<file path="src/rtl/fct_cfg.svh">
`ifndef FCT_CFG_SVH
`define FCT_CFG_SVH

// register indices; byte address is four times the index
`define FCT_IDX_IRQ_EN 32'hffff_fe10
`define FCT_IDX_FLAGS 32'hffff_fe11
`define FCT_IDX_COUNT_HI 32'hffff_fe12
`define FCT_IDX_COUNT_LO 32'hffff_fe13
`define FCT_IDX_CMP_HI 32'hffff_fe14
`define FCT_IDX_CMP_LO 32'hffff_fe15
`define FCT_IDX_CMP_CTRL 32'hffff_fe17
`define FCT_IDX_CAP_HI 32'hffff_fe18
`define FCT_IDX_CAP_LO 32'hffff_fe19

// bit positions; flag and enable registers share all but clear-on-match-a (flags only); compare select sits in the compare control register
`define FCT_BIT_CAPTURE 7
`define FCT_BIT_CMP_A 3
`define FCT_BIT_CMP_B 2
`define FCT_BIT_WRAP 1
`define FCT_BIT_CLR_ON_A 0
`define FCT_BIT_CMP_SEL 4
`define FCT_FLAG_MASK 8'h8e

// reset values
`define FCT_RST_IRQ_EN 8'h01
`define FCT_RST_FLAGS 8'h00
`define FCT_RST_COUNT 16'h0000
`define FCT_RST_CMP 16'hffff
`define FCT_CMP_CTRL_ONES 8'he0

// bus answers
`define FCT_RESP_OKAY 2'h0
`define FCT_RESP_SLVERR 2'h2

`endif

</file>
<file path="src/rtl/fct_pkg.sv">
package fct_pkg;
   typedef logic [7:0] fct_byte_type;
   typedef logic [15:0] fct_word_type;
   typedef logic [31:0] fct_addr_type;
   typedef logic [1:0] fct_resp_type;
endpackage

</file>
<file path="src/rtl/fct_timer.sv">
// Overview of operation
// - compare a interrupt requested while its flag and enable are both one.
// - compare b enable bit 2 gates the compare b flag onto its interrupt.
// - compare a flag sets on count equal to compare a; read-one then write-zero clears.
// - compare b flag, bit 2, sets when count becomes equal to compare b.
// - compare b flag clears only after read as one then write zero; one is ignored.
// - counter steps per tick, wraps to zero, sets wrap flag bit 1; read-then-zero clears.
// - clear-on-match-a bit 0, reset zero, clears the counter on compare match a.
// - compare a and b share one byte pair, chosen by a select setting.
// - compare select zero, its reset value, reaches a; one reaches b.
// - a capture event copies the current count into the read-only capture value.
//
// Our own choice: register access over AXI4-Lite.
`timescale 1ns/1ns
`include "fct_cfg.svh"
module fct_timer (
   // clock and reset
   input wire logic aclk,
   input wire logic aresetn,
   // axi4-lite write
   input wire fct_pkg::fct_addr_type awaddr,
   input wire logic awvalid,
   output logic awready,
   input wire logic [31:0] wdata,
   input wire logic [3:0] wstrb,
   input wire logic wvalid,
   output logic wready,
   output fct_pkg::fct_resp_type bresp,
   output logic bvalid,
   input wire logic bready,
   // axi4-lite read
   input wire fct_pkg::fct_addr_type araddr,
   input wire logic arvalid,
   output logic arready,
   output logic [31:0] rdata,
   output fct_pkg::fct_resp_type rresp,
   output logic rvalid,
   input wire logic rready,
   // timer events
   input wire logic count_tick,
   input wire logic capture_strobe,
   // interrupts
   output logic compare_a_irq,
   output logic compare_b_irq,
   output logic wrap_irq,
   output logic capture_irq,
   output logic irq
);
   import fct_pkg::*;

   logic reg_wr, reg_rd, reg_whit, reg_rhit;
   logic [7:0] reg_widx, reg_ridx;
   fct_byte_type reg_wbyte, reg_rbyte;
   logic match_a, match_b, wrap, count_load;
   fct_word_type count, count_load_value;

   fct_byte_type irq_en_q, irq_en_d;
   fct_byte_type flags_q, flags_d;
   fct_byte_type armed_q, armed_d;
   logic clear_on_match_a_q, clear_on_match_a_d;
   logic compare_select_q, compare_select_d;
   fct_byte_type cmp_ctrl_spare_q, cmp_ctrl_spare_d;
   fct_byte_type hold_q, hold_d;
   fct_word_type compare_value_a_q, compare_value_a_d;
   fct_word_type compare_value_b_q, compare_value_b_d;
   fct_word_type capture_value_q, capture_value_d;
   logic irq_q;

   // low index byte selects the register inside the decoded window
   function automatic logic [7:0] idx_of(input logic [31:0] idx);
      return idx[7:0];
   endfunction

   function automatic logic is_mapped(input logic [7:0] i);
      case (i)
         idx_of(`FCT_IDX_IRQ_EN), idx_of(`FCT_IDX_FLAGS),
         idx_of(`FCT_IDX_COUNT_HI), idx_of(`FCT_IDX_COUNT_LO),
         idx_of(`FCT_IDX_CMP_HI), idx_of(`FCT_IDX_CMP_LO),
         idx_of(`FCT_IDX_CMP_CTRL), idx_of(`FCT_IDX_CAP_HI),
         idx_of(`FCT_IDX_CAP_LO): return 1'b1;
         default: return 1'b0;
      endcase
   endfunction

   fct_axil_slave u_bus (
      .aclk(aclk),
      .aresetn(aresetn),
      .awaddr(awaddr),
      .awvalid(awvalid),
      .awready(awready),
      .wdata(wdata),
      .wstrb(wstrb),
      .wvalid(wvalid),
      .wready(wready),
      .bresp(bresp),
      .bvalid(bvalid),
      .bready(bready),
      .araddr(araddr),
      .arvalid(arvalid),
      .arready(arready),
      .rdata(rdata),
      .rresp(rresp),
      .rvalid(rvalid),
      .rready(rready),
      .reg_wr(reg_wr),
      .reg_rd(reg_rd),
      .reg_widx(reg_widx),
      .reg_ridx(reg_ridx),
      .reg_wbyte(reg_wbyte),
      .reg_rbyte(reg_rbyte),
      .reg_whit(reg_whit),
      .reg_rhit(reg_rhit)
   );

   fct_counter #(.WIDTH(16)) u_count (
      .aclk(aclk),
      .aresetn(aresetn),
      .tick(count_tick),
      .load(count_load),
      .load_value(count_load_value),
      .clear_on_a(clear_on_match_a_q),
      .cmp_a(compare_value_a_q),
      .cmp_b(compare_value_b_q),
      .count(count),
      .match_a(match_a),
      .match_b(match_b),
      .wrap(wrap)
   );

   assign reg_whit = is_mapped(reg_widx);
   assign reg_rhit = is_mapped(reg_ridx);
   // a low-byte write completes the pair with the held high byte
   assign count_load = reg_wr && reg_widx == idx_of(`FCT_IDX_COUNT_LO);
   assign count_load_value = {hold_q, reg_wbyte};

   // read data; high-byte reads also park the low byte in the holding byte
   always_comb begin
      case (reg_ridx)
         idx_of(`FCT_IDX_IRQ_EN): reg_rbyte = irq_en_q;
         idx_of(`FCT_IDX_FLAGS): reg_rbyte = flags_q | {7'h00, clear_on_match_a_q};
         idx_of(`FCT_IDX_COUNT_HI): reg_rbyte = count[15:8];
         idx_of(`FCT_IDX_CMP_HI): reg_rbyte = compare_select_q ? compare_value_b_q[15:8]
                                                               : compare_value_a_q[15:8];
         idx_of(`FCT_IDX_CAP_HI): reg_rbyte = capture_value_q[15:8];
         idx_of(`FCT_IDX_COUNT_LO), idx_of(`FCT_IDX_CMP_LO),
         idx_of(`FCT_IDX_CAP_LO): reg_rbyte = hold_q;
         idx_of(`FCT_IDX_CMP_CTRL): reg_rbyte = `FCT_CMP_CTRL_ONES | cmp_ctrl_spare_q
                                                | {3'h0, compare_select_q, 4'h0};
         default: reg_rbyte = 8'h00;
      endcase
   end

   always_comb begin
      irq_en_d = irq_en_q;
      clear_on_match_a_d = clear_on_match_a_q;
      compare_select_d = compare_select_q;
      cmp_ctrl_spare_d = cmp_ctrl_spare_q;
      hold_d = hold_q;
      compare_value_a_d = compare_value_a_q;
      compare_value_b_d = compare_value_b_q;
      capture_value_d = capture_value_q;
      armed_d = armed_q;
      flags_d = flags_q;
      if (reg_rd) begin
         case (reg_ridx)
            idx_of(`FCT_IDX_FLAGS): armed_d = armed_q | flags_q;
            idx_of(`FCT_IDX_COUNT_HI): hold_d = count[7:0];
            idx_of(`FCT_IDX_CMP_HI): hold_d = compare_select_q ? compare_value_b_q[7:0]
                                                               : compare_value_a_q[7:0];
            idx_of(`FCT_IDX_CAP_HI): hold_d = capture_value_q[7:0];
            default: hold_d = hold_q;
         endcase
      end
      if (reg_wr) begin
         case (reg_widx)
            idx_of(`FCT_IDX_IRQ_EN): irq_en_d = reg_wbyte;
            idx_of(`FCT_IDX_FLAGS): begin
               // only a zero to an armed flag clears it; a one is ignored
               flags_d = flags_q & ~(armed_q & ~reg_wbyte & `FCT_FLAG_MASK);
               armed_d = 8'h00;
               clear_on_match_a_d = reg_wbyte[`FCT_BIT_CLR_ON_A];
            end
            idx_of(`FCT_IDX_COUNT_HI), idx_of(`FCT_IDX_CMP_HI): hold_d = reg_wbyte;
            idx_of(`FCT_IDX_CMP_LO): begin
               if (compare_select_q) begin
                  compare_value_b_d = {hold_q, reg_wbyte};
               end else begin
                  compare_value_a_d = {hold_q, reg_wbyte};
               end
            end
            idx_of(`FCT_IDX_CMP_CTRL): begin
               compare_select_d = reg_wbyte[`FCT_BIT_CMP_SEL];
               cmp_ctrl_spare_d = {4'h0, reg_wbyte[3:0]};
            end
            default: flags_d = flags_q;
         endcase
      end
      // hardware set wins over a software clear in the same cycle
      if (capture_strobe) begin
         capture_value_d = count;
         flags_d[`FCT_BIT_CAPTURE] = 1'b1;
      end
      if (match_a) begin
         flags_d[`FCT_BIT_CMP_A] = 1'b1;
      end
      if (match_b) begin
         flags_d[`FCT_BIT_CMP_B] = 1'b1;
      end
      if (wrap) begin
         flags_d[`FCT_BIT_WRAP] = 1'b1;
      end
   end

   always_ff @(posedge aclk) begin
      if (!aresetn) begin
         irq_en_q <= `FCT_RST_IRQ_EN;
         flags_q <= `FCT_RST_FLAGS;
         armed_q <= 8'h00;
         clear_on_match_a_q <= 1'b0;
         compare_select_q <= 1'b0;
         cmp_ctrl_spare_q <= 8'h00;
         hold_q <= 8'h00;
         compare_value_a_q <= `FCT_RST_CMP;
         compare_value_b_q <= `FCT_RST_CMP;
         capture_value_q <= `FCT_RST_COUNT;
      end else begin
         irq_en_q <= irq_en_d;
         flags_q <= flags_d;
         armed_q <= armed_d;
         clear_on_match_a_q <= clear_on_match_a_d;
         compare_select_q <= compare_select_d;
         cmp_ctrl_spare_q <= cmp_ctrl_spare_d;
         hold_q <= hold_d;
         compare_value_a_q <= compare_value_a_d;
         compare_value_b_q <= compare_value_b_d;
         capture_value_q <= capture_value_d;
      end
   end

   // requests straight from flag and enable flip-flops
   assign compare_a_irq = flags_q[`FCT_BIT_CMP_A] && irq_en_q[`FCT_BIT_CMP_A];
   assign compare_b_irq = flags_q[`FCT_BIT_CMP_B] && irq_en_q[`FCT_BIT_CMP_B];
   assign wrap_irq = flags_q[`FCT_BIT_WRAP] && irq_en_q[`FCT_BIT_WRAP];
   assign capture_irq = flags_q[`FCT_BIT_CAPTURE] && irq_en_q[`FCT_BIT_CAPTURE];
   assign irq = |(flags_q & irq_en_q & `FCT_FLAG_MASK);
   assign irq_q = irq;

   a_cmp_a_irq: assert property (@(posedge aclk) disable iff (!aresetn)
      match_a && irq_en_q[`FCT_BIT_CMP_A] ##1 irq_en_q[`FCT_BIT_CMP_A] |-> compare_a_irq && irq_q)
      else $error("compare a match did not raise its interrupt");
   a_cmp_b_mask: assert property (@(posedge aclk) disable iff (!aresetn)
      !irq_en_q[`FCT_BIT_CMP_B] |-> !compare_b_irq)
      else $error("compare b interrupt passed a zero enable");
   a_cmp_a_flag: assert property (@(posedge aclk) disable iff (!aresetn)
      match_a |=> flags_q[`FCT_BIT_CMP_A])
      else $error("compare a flag not set on match");
   a_cmp_b_flag: assert property (@(posedge aclk) disable iff (!aresetn)
      match_b |=> flags_q[`FCT_BIT_CMP_B])
      else $error("compare b flag not set on match");
   a_unarmed_keeps: assert property (@(posedge aclk) disable iff (!aresetn)
      flags_q[`FCT_BIT_CMP_B] && !armed_q[`FCT_BIT_CMP_B] |=> flags_q[`FCT_BIT_CMP_B])
      else $error("compare b flag cleared without a prior read");
   a_one_keeps: assert property (@(posedge aclk) disable iff (!aresetn)
      flags_q[`FCT_BIT_CMP_B] && reg_wr && reg_widx == idx_of(`FCT_IDX_FLAGS)
      && reg_wbyte[`FCT_BIT_CMP_B] |=> flags_q[`FCT_BIT_CMP_B])
      else $error("writing one changed the compare b flag");
   a_wrap_flag: assert property (@(posedge aclk) disable iff (!aresetn)
      wrap |=> flags_q[`FCT_BIT_WRAP] && count == 16'h0000)
      else $error("wrap did not set flag or reach zero");
   a_cap_copy: assert property (@(posedge aclk) disable iff (!aresetn)
      capture_strobe |=> capture_value_q == $past(count) && flags_q[`FCT_BIT_CAPTURE])
      else $error("capture did not copy the count");
   a_wrap_irq: assert property (@(posedge aclk) disable iff (!aresetn)
      wrap_irq |-> flags_q[`FCT_BIT_WRAP] && irq_en_q[`FCT_BIT_WRAP] && irq)
      else $error("wrap interrupt without flag and enable");
endmodule // fct_timer

</file>
<file path="src/rtl/fct_axil_slave.sv">
`timescale 1ns/1ns
`include "fct_cfg.svh"
module fct_axil_slave (
   // clock and reset
   input wire logic aclk,
   input wire logic aresetn,
   // write channels
   input wire fct_pkg::fct_addr_type awaddr,
   input wire logic awvalid,
   output logic awready,
   input wire logic [31:0] wdata,
   input wire logic [3:0] wstrb,
   input wire logic wvalid,
   output logic wready,
   output fct_pkg::fct_resp_type bresp,
   output logic bvalid,
   input wire logic bready,
   // read channels
   input wire fct_pkg::fct_addr_type araddr,
   input wire logic arvalid,
   output logic arready,
   output logic [31:0] rdata,
   output fct_pkg::fct_resp_type rresp,
   output logic rvalid,
   input wire logic rready,
   // register side
   output logic reg_wr,
   output logic reg_rd,
   output logic [7:0] reg_widx,
   output logic [7:0] reg_ridx,
   output fct_pkg::fct_byte_type reg_wbyte,
   input wire fct_pkg::fct_byte_type reg_rbyte,
   input wire logic reg_whit,
   input wire logic reg_rhit
);
   import fct_pkg::*;

   logic bvalid_q, bvalid_d, rvalid_q, rvalid_d;
   fct_resp_type bresp_q, bresp_d, rresp_q, rresp_d;
   logic [31:0] rdata_q, rdata_d;

   // address and data are taken together; the slave simply waits for both
   assign awready = awvalid && wvalid && !bvalid_q;
   assign wready = awready;
   assign arready = !rvalid_q;
   assign reg_wr = awready && wstrb[0];
   assign reg_rd = arvalid && arready;
   assign reg_widx = awaddr[9:2];
   assign reg_ridx = araddr[9:2];
   assign reg_wbyte = wdata[7:0];
   assign bvalid = bvalid_q;
   assign bresp = bresp_q;
   assign rvalid = rvalid_q;
   assign rresp = rresp_q;
   assign rdata = rdata_q;

   always_comb begin
      bvalid_d = bvalid_q && !bready;
      bresp_d = bresp_q;
      rvalid_d = rvalid_q && !rready;
      rresp_d = rresp_q;
      rdata_d = rdata_q;
      if (awready) begin
         bvalid_d = 1'b1;
         bresp_d = reg_whit ? `FCT_RESP_OKAY : `FCT_RESP_SLVERR;
      end
      if (reg_rd) begin
         rvalid_d = 1'b1;
         rresp_d = reg_rhit ? `FCT_RESP_OKAY : `FCT_RESP_SLVERR;
         rdata_d = {24'h00_0000, reg_rhit ? reg_rbyte : 8'h00};
      end
   end

   always_ff @(posedge aclk) begin
      if (!aresetn) begin
         bvalid_q <= 1'b0;
         bresp_q <= `FCT_RESP_OKAY;
         rvalid_q <= 1'b0;
         rresp_q <= `FCT_RESP_OKAY;
         rdata_q <= 32'h0000_0000;
      end else begin
         bvalid_q <= bvalid_d;
         bresp_q <= bresp_d;
         rvalid_q <= rvalid_d;
         rresp_q <= rresp_d;
         rdata_q <= rdata_d;
      end
   end
endmodule // fct_axil_slave

</file>
<file path="src/rtl/fct_counter.sv">
`timescale 1ns/1ns
`include "fct_cfg.svh"
module fct_counter #(
   parameter int WIDTH = 16
) (
   // clock and reset
   input wire logic aclk,
   input wire logic aresetn,
   // control
   input wire logic tick,
   input wire logic load,
   input wire logic [WIDTH-1:0] load_value,
   input wire logic clear_on_a,
   input wire logic [WIDTH-1:0] cmp_a,
   input wire logic [WIDTH-1:0] cmp_b,
   // state and events
   output logic [WIDTH-1:0] count,
   output logic match_a,
   output logic match_b,
   output logic wrap
);
   import fct_pkg::*;

   logic [WIDTH-1:0] count_q, count_d;
   logic fresh_q, fresh_d;

   // the register map only carries two count bytes
   if (WIDTH < 2 || WIDTH > 16) begin : g_width_check
      $error("fct_counter: WIDTH must be 2 to 16");
   end

   assign count = count_q;
   // a match is flagged only when the count has just taken its new value
   assign match_a = fresh_q && (count_q == cmp_a);
   assign match_b = fresh_q && (count_q == cmp_b);
   assign wrap = tick && !load && !(clear_on_a && count_q == cmp_a) && (&count_q);

   always_comb begin
      count_d = count_q;
      fresh_d = 1'b0;
      if (load) begin
         count_d = load_value;
      end else if (tick) begin
         fresh_d = 1'b1;
         if (clear_on_a && count_q == cmp_a) begin
            count_d = '0;
         end else begin
            count_d = count_q + 1'b1;
         end
      end
   end

   always_ff @(posedge aclk) begin
      if (!aresetn) begin
         count_q <= '0;
         fresh_q <= 1'b0;
      end else begin
         count_q <= count_d;
         fresh_q <= fresh_d;
      end
   end

   a_count_step: assert property (@(posedge aclk) disable iff (!aresetn)
      tick && !load && !(clear_on_a && count_q == cmp_a) |=> count_q == $past(count_q) + 1'b1)
      else $error("counter did not step by one");
   a_clear_on_a: assert property (@(posedge aclk) disable iff (!aresetn)
      tick && !load && clear_on_a && count_q == cmp_a |=> count_q == '0)
      else $error("counter not cleared on match a");
   a_hold_no_a: assert property (@(posedge aclk) disable iff (!aresetn)
      !tick && !load |=> $stable(count_q) && !match_a && !match_b)
      else $error("counter moved without a tick");
endmodule // fct_counter

</file>
<file path="config.mk">
export PLATFORM = sky130hd
export DESIGN_NAME = fct_timer
export DESIGN_NICKNAME = d
export VERILOG_FILES = /design/src/rtl/fct_pkg.sv /design/src/rtl/fct_timer.sv /design/src/rtl/fct_axil_slave.sv /design/src/rtl/fct_counter.sv
export VERILOG_INCLUDE_DIRS = /design/src /design/src/rtl
export SDC_FILE = /design/constraint.sdc
export NUM_CORES = 1
export LEC_CHECK = 0
export BUFFER_PORTS_ARGS = -buffer_cell sky130_fd_sc_hd__clkbuf_2
export CAP_MARGIN = 20
export CORE_MARGIN = 5
export CORE_UTILIZATION = 48
export CTS_BUF_LIST = sky130_fd_sc_hd__clkbuf_8
export DETAILED_ROUTE_END_ITERATION = 7
export PLACE_DENSITY = 0.73
export SLEW_MARGIN = 10
export SYNTH_ARGS = -nofsm -noshare
export SYNTH_HDL_FRONTEND = slang
export SYNTH_HIERARCHICAL = 1
export SYNTH_SLANG_ARGS = --single-unit
</file>
<file path="constraint.sdc">
create_clock -name aclk -period 2.05 [get_ports aclk]
set_input_delay 0.3075 -clock aclk [delete_from_list [all_inputs] [get_ports aclk]]
set_output_delay 0.3075 -clock aclk [all_outputs]
set_load 0.1 [all_outputs]
</file>
# --- Word-level counts from Yosys, hierarchy flattened ---
# Memories as Yosys holds them, arrays and structs flattened.
# Index checks and enable logic that the tools add are counted.
word_totals:
  register_bits: 117
  mem_bits_ro: 64
  inputBits: 109
  mem_count: 2
classes:
  n_addsub: 1
  eq_ne: 18
  n_mux: 28
  n_bitwise: 10
  n_reduce_logical: 48
mem_list:
  columns: ["memory", "words", "word_bits", "read_ports", "rd_clocked_by_memory_dff", "write_ports", "line_no", "text"]
  rows:
  - ["(no name shown)", 32, 1, 1, 0, 0, "fct_timer.sv:75", "case (i)"]
  - ["(no name shown)", 32, 1, 1, 0, 0, "fct_timer.sv:75", null]
op_table:
  columns: ["op", "count"]
  rows:
  - ["8-bit by 5-bit equality test with 1-bit output, second input constant", 16]
  - ["8-bit two-way mux", 12]
  - ["8-bit case mux with 7 select lines", 1]
  - ["16-bit two-way mux", 3]
  - ["16-bit equality test", 2]
  - ["8-bit AND", 3]
  - ["8-bit case mux with 3 select lines", 1]
  - ["2-bit nonzero test", 9]
  - ["1-bit logical AND", 17]
  - ["16-bit by 1-bit adder with 16-bit output, second input constant", 1]
  - ["8-bit inverter", 2]
  - ["16-bit AND reduction", 1]
  - ["2-bit AND reduction", 7]
  - ["1-bit two-way mux", 9]
  - ["8-bit by 1-bit OR with 8-bit output", 1]
  - ["8-bit by 5-bit OR with 8-bit output", 1]
  - ["8-bit OR", 1]
  - ["1-bit zero test", 6]
  - ["3-bit zero test", 2]
  - ["3-bit AND reduction", 2]
  - ["2-bit two-way mux", 2]
  - ["2-bit OR reduction", 2]
  - ["4-bit OR reduction", 1]
  - ["3-bit OR reduction", 1]
  - ["1-bit inverter", 2]

# --- Longest topological paths before layout ---
depth:
  word_depth: 10
  mapped_depth: 11

# --- Cells and area by module ---
# The synthesis kept the hierarchy.
by_module_without_submodules:
  columns: ["mod", "n_inst", "cells_each", "area_per_inst_um2", "seq_area_each_um2"]
  rows:
  - ["fct_timer", 1, 445, 3748.6, 1561.5]
  - ["fct_counter", 1, 176, 1536.5, 340.3]
  - ["fct_axil_slave", 1, 106, 898.4, 240.2]

# --- Worst setup path before layout ---
# OpenSTA, ideal clock, no wires.
synth_path:
  path_type: "register to register"
  startpoint: "register u_bus.bvalid_q, in the netlist u_bus/bvalid"
  endpoint: "register u_count.count_q[14], in the netlist u_count/count[14]"
  arrival_time_ns: 3.491
  t_required_ns: 1.911
  path_slack_ns: -1.580
  stages_incl_launch_ff: 11
  path_buffers: 3
  synth_period_minus_slack_ns: 3.630
  cell_sequence: "dfxtp_1 and3b_1 clkbuf_1 and2_1 nor4bb_1 and3_1 clkbuf_1 clkbuf_1 nor3b_1 a21oi_1 o22ai_2"
synth_between:
  elab_chain_len: 5
  elab_cells_between_ends: 6
  classes_between: "1 x mux; 5 x reduce/logical"
synth_rtl:
  columns: ["element", "line_no", "text"]
  rows:
  - ["start, declared", "fct_axil_slave.sv:38", "logic bvalid_q, bvalid_d, rvalid_q, rvalid_d;"]
  - ["start signal, assigned", "fct_axil_slave.sv:82", "bvalid_q <= bvalid_d;"]
  - ["1-bit zero test *", "fct_axil_slave.sv:43", "assign awready = awvalid && wvalid && !bvalid_q;"]
  - ["1-bit logical AND *", "fct_axil_slave.sv:43", null]
  - ["via awready", "fct_timer.sv:23", "output logic awready,"]
  - ["1-bit logical AND *", "fct_axil_slave.sv:46", "assign reg_wr = awready && wstrb[0];"]
  - ["via reg_wr", "fct_timer.sv:51", "logic reg_wr, reg_rd, reg_whit, reg_rhit;"]
  - ["1-bit logical AND *", "fct_timer.sv:133", "assign count_load = reg_wr && reg_widx == idx_of(`FCT_IDX_COUNT_LO);"]
  - ["via count_load", "fct_timer.sv:54", "logic match_a, match_b, wrap, count_load;"]
  - ["16-bit two-way mux or 2-bit nonzero test (tied branches)", null, null]
  - ["end signal, assigned", "fct_counter.sv:58", "count_q <= count_d;"]
  - ["end, declared", "fct_counter.sv:24", "logic [WIDTH-1:0] count_q, count_d;"]
# The timed path passes the listed nets; every way through them passes the cells marked *.
# A chain may end at the register's enable or synchronous reset.

# --- Worst setup path in the final report ---
layout_path:
  startpoint: "register flags_q[3]"
  endpoint: "output irq"
layout_between:
  elab_chain_len: 2
layout_rtl:
  columns: ["element", "line_no", "text"]
  rows:
  - ["start, declared", "fct_timer.sv:58", "fct_byte_type flags_q, flags_d;"]
  - ["start signal, assigned", "fct_timer.sv:217", "flags_q <= `FCT_RST_FLAGS;"]
  - ["start signal, assigned", "fct_timer.sv:228", "flags_q <= flags_d;"]
  - ["8-bit AND", "fct_timer.sv:245", "assign irq = |(flags_q & irq_en_q & `FCT_FLAG_MASK);"]
  - ["4-bit OR reduction", "fct_timer.sv:245", null]
  - ["end, declared", "fct_timer.sv:47", "output logic irq"]
# Every way passes these cells.

==> Implementation_results.wiki <==
{| class="wikitable"
! Metric !! Value
|-
| Run status || complete, no violations
|-
| Post-route insts no fill || between 900 and 1,000
|-
| Antenna violations before repair || 0
|-
| Required @ worst endpoint || roughly 1700 ps
|-
| DR DRC count || 0
|-
| Count of different cell masters after synthesis || 64
|-
| Core region area || ~0.013 mm2
|-
| Area of the die || 0.0153 mm2
|-
| Share of power burned in registers || a little over half
|-
| Part of the power in the clock network || around a third
|-
| Count of boundary I/O pins || between 150 and 200
|-
| Highest Clock Rate || approximately 500 MHz
|-
| CTS Sinks || about 110
|-
| Total cell area at the placement stage || roughly 0.0066 mm2
|-
| Data arrival at the endpoint of the critical path || roughly 1700 ps
|-
| Antenna diodes || 0
|-
| CTS Root Cell || sky130_fd_sc_hd__clkbuf_8
|-
| Vias in the first global route || 5,376
|-
| Number of hold violations in the final report || 0
|-
| Post-DR vias/cell || ~6
|-
| Power density over the cells || slightly below 600 mW/mm2
|-
| Clock tree buffer depth || 2
|-
| Synth Register Bits || 107
|-
| Syn Std Cell Area || 0.00618 mm2
|-
| Top fanout value on the critical path || 4
|-
| Sw frac || around 30%
|-
| Slew Viols, Final || 0
|-
| Worst-case vdd ir drop || about 420 uV
|-
| Area growth from synthesis to final layout || 10.9%
|-
| Slew at the pin with the worst max-slew slack || 639 ps
|-
| Clk pin slew, worst setup/hold paths || 100 ps
|-
| Hpwl dp || between 10,000 and 15,000 um
|-
| Part of the cycle the worst path needs || 97.4%
|-
| Final critical-path required period || between 1500 and 2000 ps
|-
| Number of buffers added by the clock tree synthesis step || 9
|-
| Total Routing Usage GR || 23.4%
|-
| CTS tree || done
|-
| Slew margin rel. || a little under three fifths
|-
| Number of nets still failing antenna checks after routing || 0
|-
| Dominant synthesized flop cell || sky130_fd_sc_hd__dfxtp_1
|-
| Design internal power || approximately 2.8 mW
|-
| RSZ-0062 raised after global routing || false
|-
| Leak || 2.83 nW
|-
| Synthesized area per cell || ~8.5 um2
|-
| Cell count after synthesis || a little over 700
|-
| Routed wire length per instance || 18.9 um
|-
| Wire length reported by the detailed router || 17,900 um
|-
| Warnings from Yosys || 6
|-
| Hold buffer count at cts || 0
|-
| Fraction of post-synthesis cell area in the top cell type by area || 34.6%
|-
| Hold/Removal Path Class || input pin to flop
|-
| Net switching power of the design || 1.23 mW
|-
| Class of the most critical setup path || flop to output port
|-
| Final Instance Area || 0.00686 mm2
|-
| Worst Setup End Kind || output port
|-
| Number of DRC violations after detailed-routing iteration 0 || 615
|-
| First-pass GRT wire length || ~28,000 um
|-
| Largest cells by area after synthesis || sky130_fd_sc_hd__dfxtp_1 35%, sky130_fd_sc_hd__mux2i_1 8.3%, sky130_fd_sc_hd__buf_4 6.2%, sky130_fd_sc_hd__xor2_1 6.1%, sky130_fd_sc_hd__nand2_1 5.6%
|-
| Final weighted congestion in routability-driven placement || ~0.93
|-
| Row cnt || between 40 and 50
|-
| Startpoint Class || flop
|-
| Share of flip-flops with an asynchronous set or reset || 0%
|-
| Overflow left after global routing || 0
|-
| Count of final setup violators || 0
|-
| Initial Utilization || about 50%
|-
| Die outline width || approximately 120 um
|-
| Maximum level of the CTS H-tree || 3
|-
| EDFF count, synth || 0
|-
| Die height || about 120 um
|-
| Max-Cap Viols || 0
|-
| Maximum number of pins on one net before global-route repair || 34
|-
| Synth area leader || sky130_fd_sc_hd__dfxtp_1
|-
| Cell count after placement || roughly 930
|-
| Gate power share || between 15 and 20%
|-
| Sequential area share after synthesis || 34.6%
|-
| Worst clock skew || approximately 11 ps
|-
| Insertion delay to the later sink of the worst-skew pair || ~370 ps
|-
| Layout cells sized above 1 || a little over a fifth
|-
| Number of buffers inserted by port buffering || 53
|-
| Vias || 5,556
|-
| Number of nets in the final layout || 878
|-
| Number of detailed-route iterations in the first pass || 5
|}
## worst paths after layout
| check | end | slack (ps) | cells after the start | start |
|---|---|---|---|---|
| worst max-delay path | irq | 50 | 3 | flags_q[3]$_SDFFE_PN0P_ |
| worst min-delay path | u_bus/rvalid$_SDFF_PN0_ | 190 | 3 | rready |
| worst max register to register | u_count/count[10]$_SDFFE_PN0P_ | 60 | 9 | u_bus/bvalid$_SDFF_PN0_ |
| worst min register to register | u_bus/rdata[2]$_SDFFE_PN0P_ | 460 | 2 | u_bus/rdata[2]$_SDFFE_PN0P_ |
## cell type report
cell class | count | area, um2
repair buffers | 109 | 763
flip-flops and latches | 107 | 2150
clock inverters | 5 | 47.5
clock buffers | 10 | 138
well taps | 172 | 215
multi-input cells | 525 | 3480
inverters | 16 | 62.6
fillers | 1148 | 5760
## layer usage
metal | vias to the layer above | routed length (um) | global-route usage, %
met5 | - | 0 | 0
met4 | 0 | 622 | 9.62
met3 | 56 | 1530 | 4.80
met2 | 322 | 8470 | 38.3
met1 | 2640 | 7220 | 30.2
li1 | 2538 | - | -
## sequential cells by signal (all words and copies together) (netlist names), 4 cells and up
register	flops
armed_q	4
capture_value_q	16
cmp_ctrl_spare_q	4
compare_value_a_q	16
compare_value_b_q	16
flags_q	4
hold_q	8
irq_en_q	8
u_bus/rdata	8
u_count/count	16
## cells in the mapped netlist, drive strengths merged (2+ instances only)
library cell	number
xor2	43
nor2b	5
a31oi	2
nor4	9
or3	2
a221oi	12
buf	69
or4b	4
nor3	6
and4	3
nor2	54
o22ai	18
a32oi	8
a211oi	7
and3	3
a21boi	9
nand4	7
xnor2	5
nand3	47
nand2	92
a22o	8
a21oi	31
mux2i	51
o21ai	17
or4	2
nand2b	6
nand4b	2
nor3b	17
and2	9
dfxtp	107
nor4b	3
o211a	5
inv	15
clkbuf	35
a21o	2
## timing repair
item / in CTS / in global routing
endpoints found under the setup margin: 11 / 20
pin swaps: 1 / 1
setup buffers: 2 / 0
resized for setup: 2 / 4
gates cloned: 0 / 0
## power by group through the flow
stage	clock network [mW]	registers (mW)	logic [mW]
after floorplan	0	2.20	0.539
after global placement	0	2.15	0.625
after detailed placement	0	2.15	0.635
after CTS	1.30	2.11	0.644
after global routing	1.39	2.11	0.682
final	1.29	2.11	0.654
## kinds of logic (layout without fill, tap and decap cells)
kind of cell / Yosys count / count (layout) / synth area share [%]
multiplexers: 51 / 51 / 8.26
AO/OA/AOI/OAI: 124 / 124 / 14.8
flip-flops: 107 / 107 / 34.6
AND/OR/NAND/NOR: 275 / 275 / 23.5
adder cells (fa/ha/maj): 1 / 1 / 0.202
XOR/XNOR: 48 / 48 / 6.80
buffers and inverters: 120 / 140 / 11.8
other: 1 / 26 / 0.0606
## cell usage in the layout, fill, tap and decap left out, types with 6 or more instances in the layout
cell type,count
sky130_fd_sc_hd__nand2_2,9
sky130_fd_sc_hd__o22ai_1,8
sky130_fd_sc_hd__clkbuf_2,52
sky130_fd_sc_hd__a32oi_1,8
sky130_fd_sc_hd__nand2_1,83
sky130_fd_sc_hd__a211oi_1,7
sky130_fd_sc_hd__and2_1,8
sky130_fd_sc_hd__dfxtp_1,105
sky130_fd_sc_hd__a21oi_1,31
sky130_fd_sc_hd__buf_4,51
sky130_fd_sc_hd__conb_1,26
sky130_fd_sc_hd__o21ai_0,16
sky130_fd_sc_hd__a22o_1,8
sky130_fd_sc_hd__nand3_1,47
sky130_fd_sc_hd__mux2i_1,51
sky130_fd_sc_hd__buf_12,6
sky130_fd_sc_hd__a221oi_1,12
sky130_fd_sc_hd__xor2_1,43
sky130_fd_sc_hd__nor3b_1,16
sky130_fd_sc_hd__nor2_1,53
sky130_fd_sc_hd__inv_1,16
sky130_fd_sc_hd__clkbuf_8,10
sky130_fd_sc_hd__o22ai_2,10
sky130_fd_sc_hd__a21boi_1,7
## stage by stage
step / TNS [ps] / power (mW) / setup WS (ps) / util, % / hold slack, ps
after global routing: 0 / 4.18 / 6.60 / 54.3 / 195
final: 0 / 4.05 / 52.9 / 54.3 / 194
after detailed placement: -169 / 2.79 / -51.8 / 52.4 / 450
after global placement: 0 / 2.78 / 27.0 / 52.4 / 442
after CTS: 0 / 4.05 / 11.2 / 54.2 / 190
after floorplan: -6950 / 2.74 / -257 / - / 433
## critical path, cell delays in order (launching register included)
cell and delay, ps:
sky130_fd_sc_hd__dfxtp_1 370, sky130_fd_sc_hd__and2_1 190, sky130_fd_sc_hd__or4_4 520, sky130_fd_sc_hd__buf_4 240
Power figures use the tool's default switching activity.
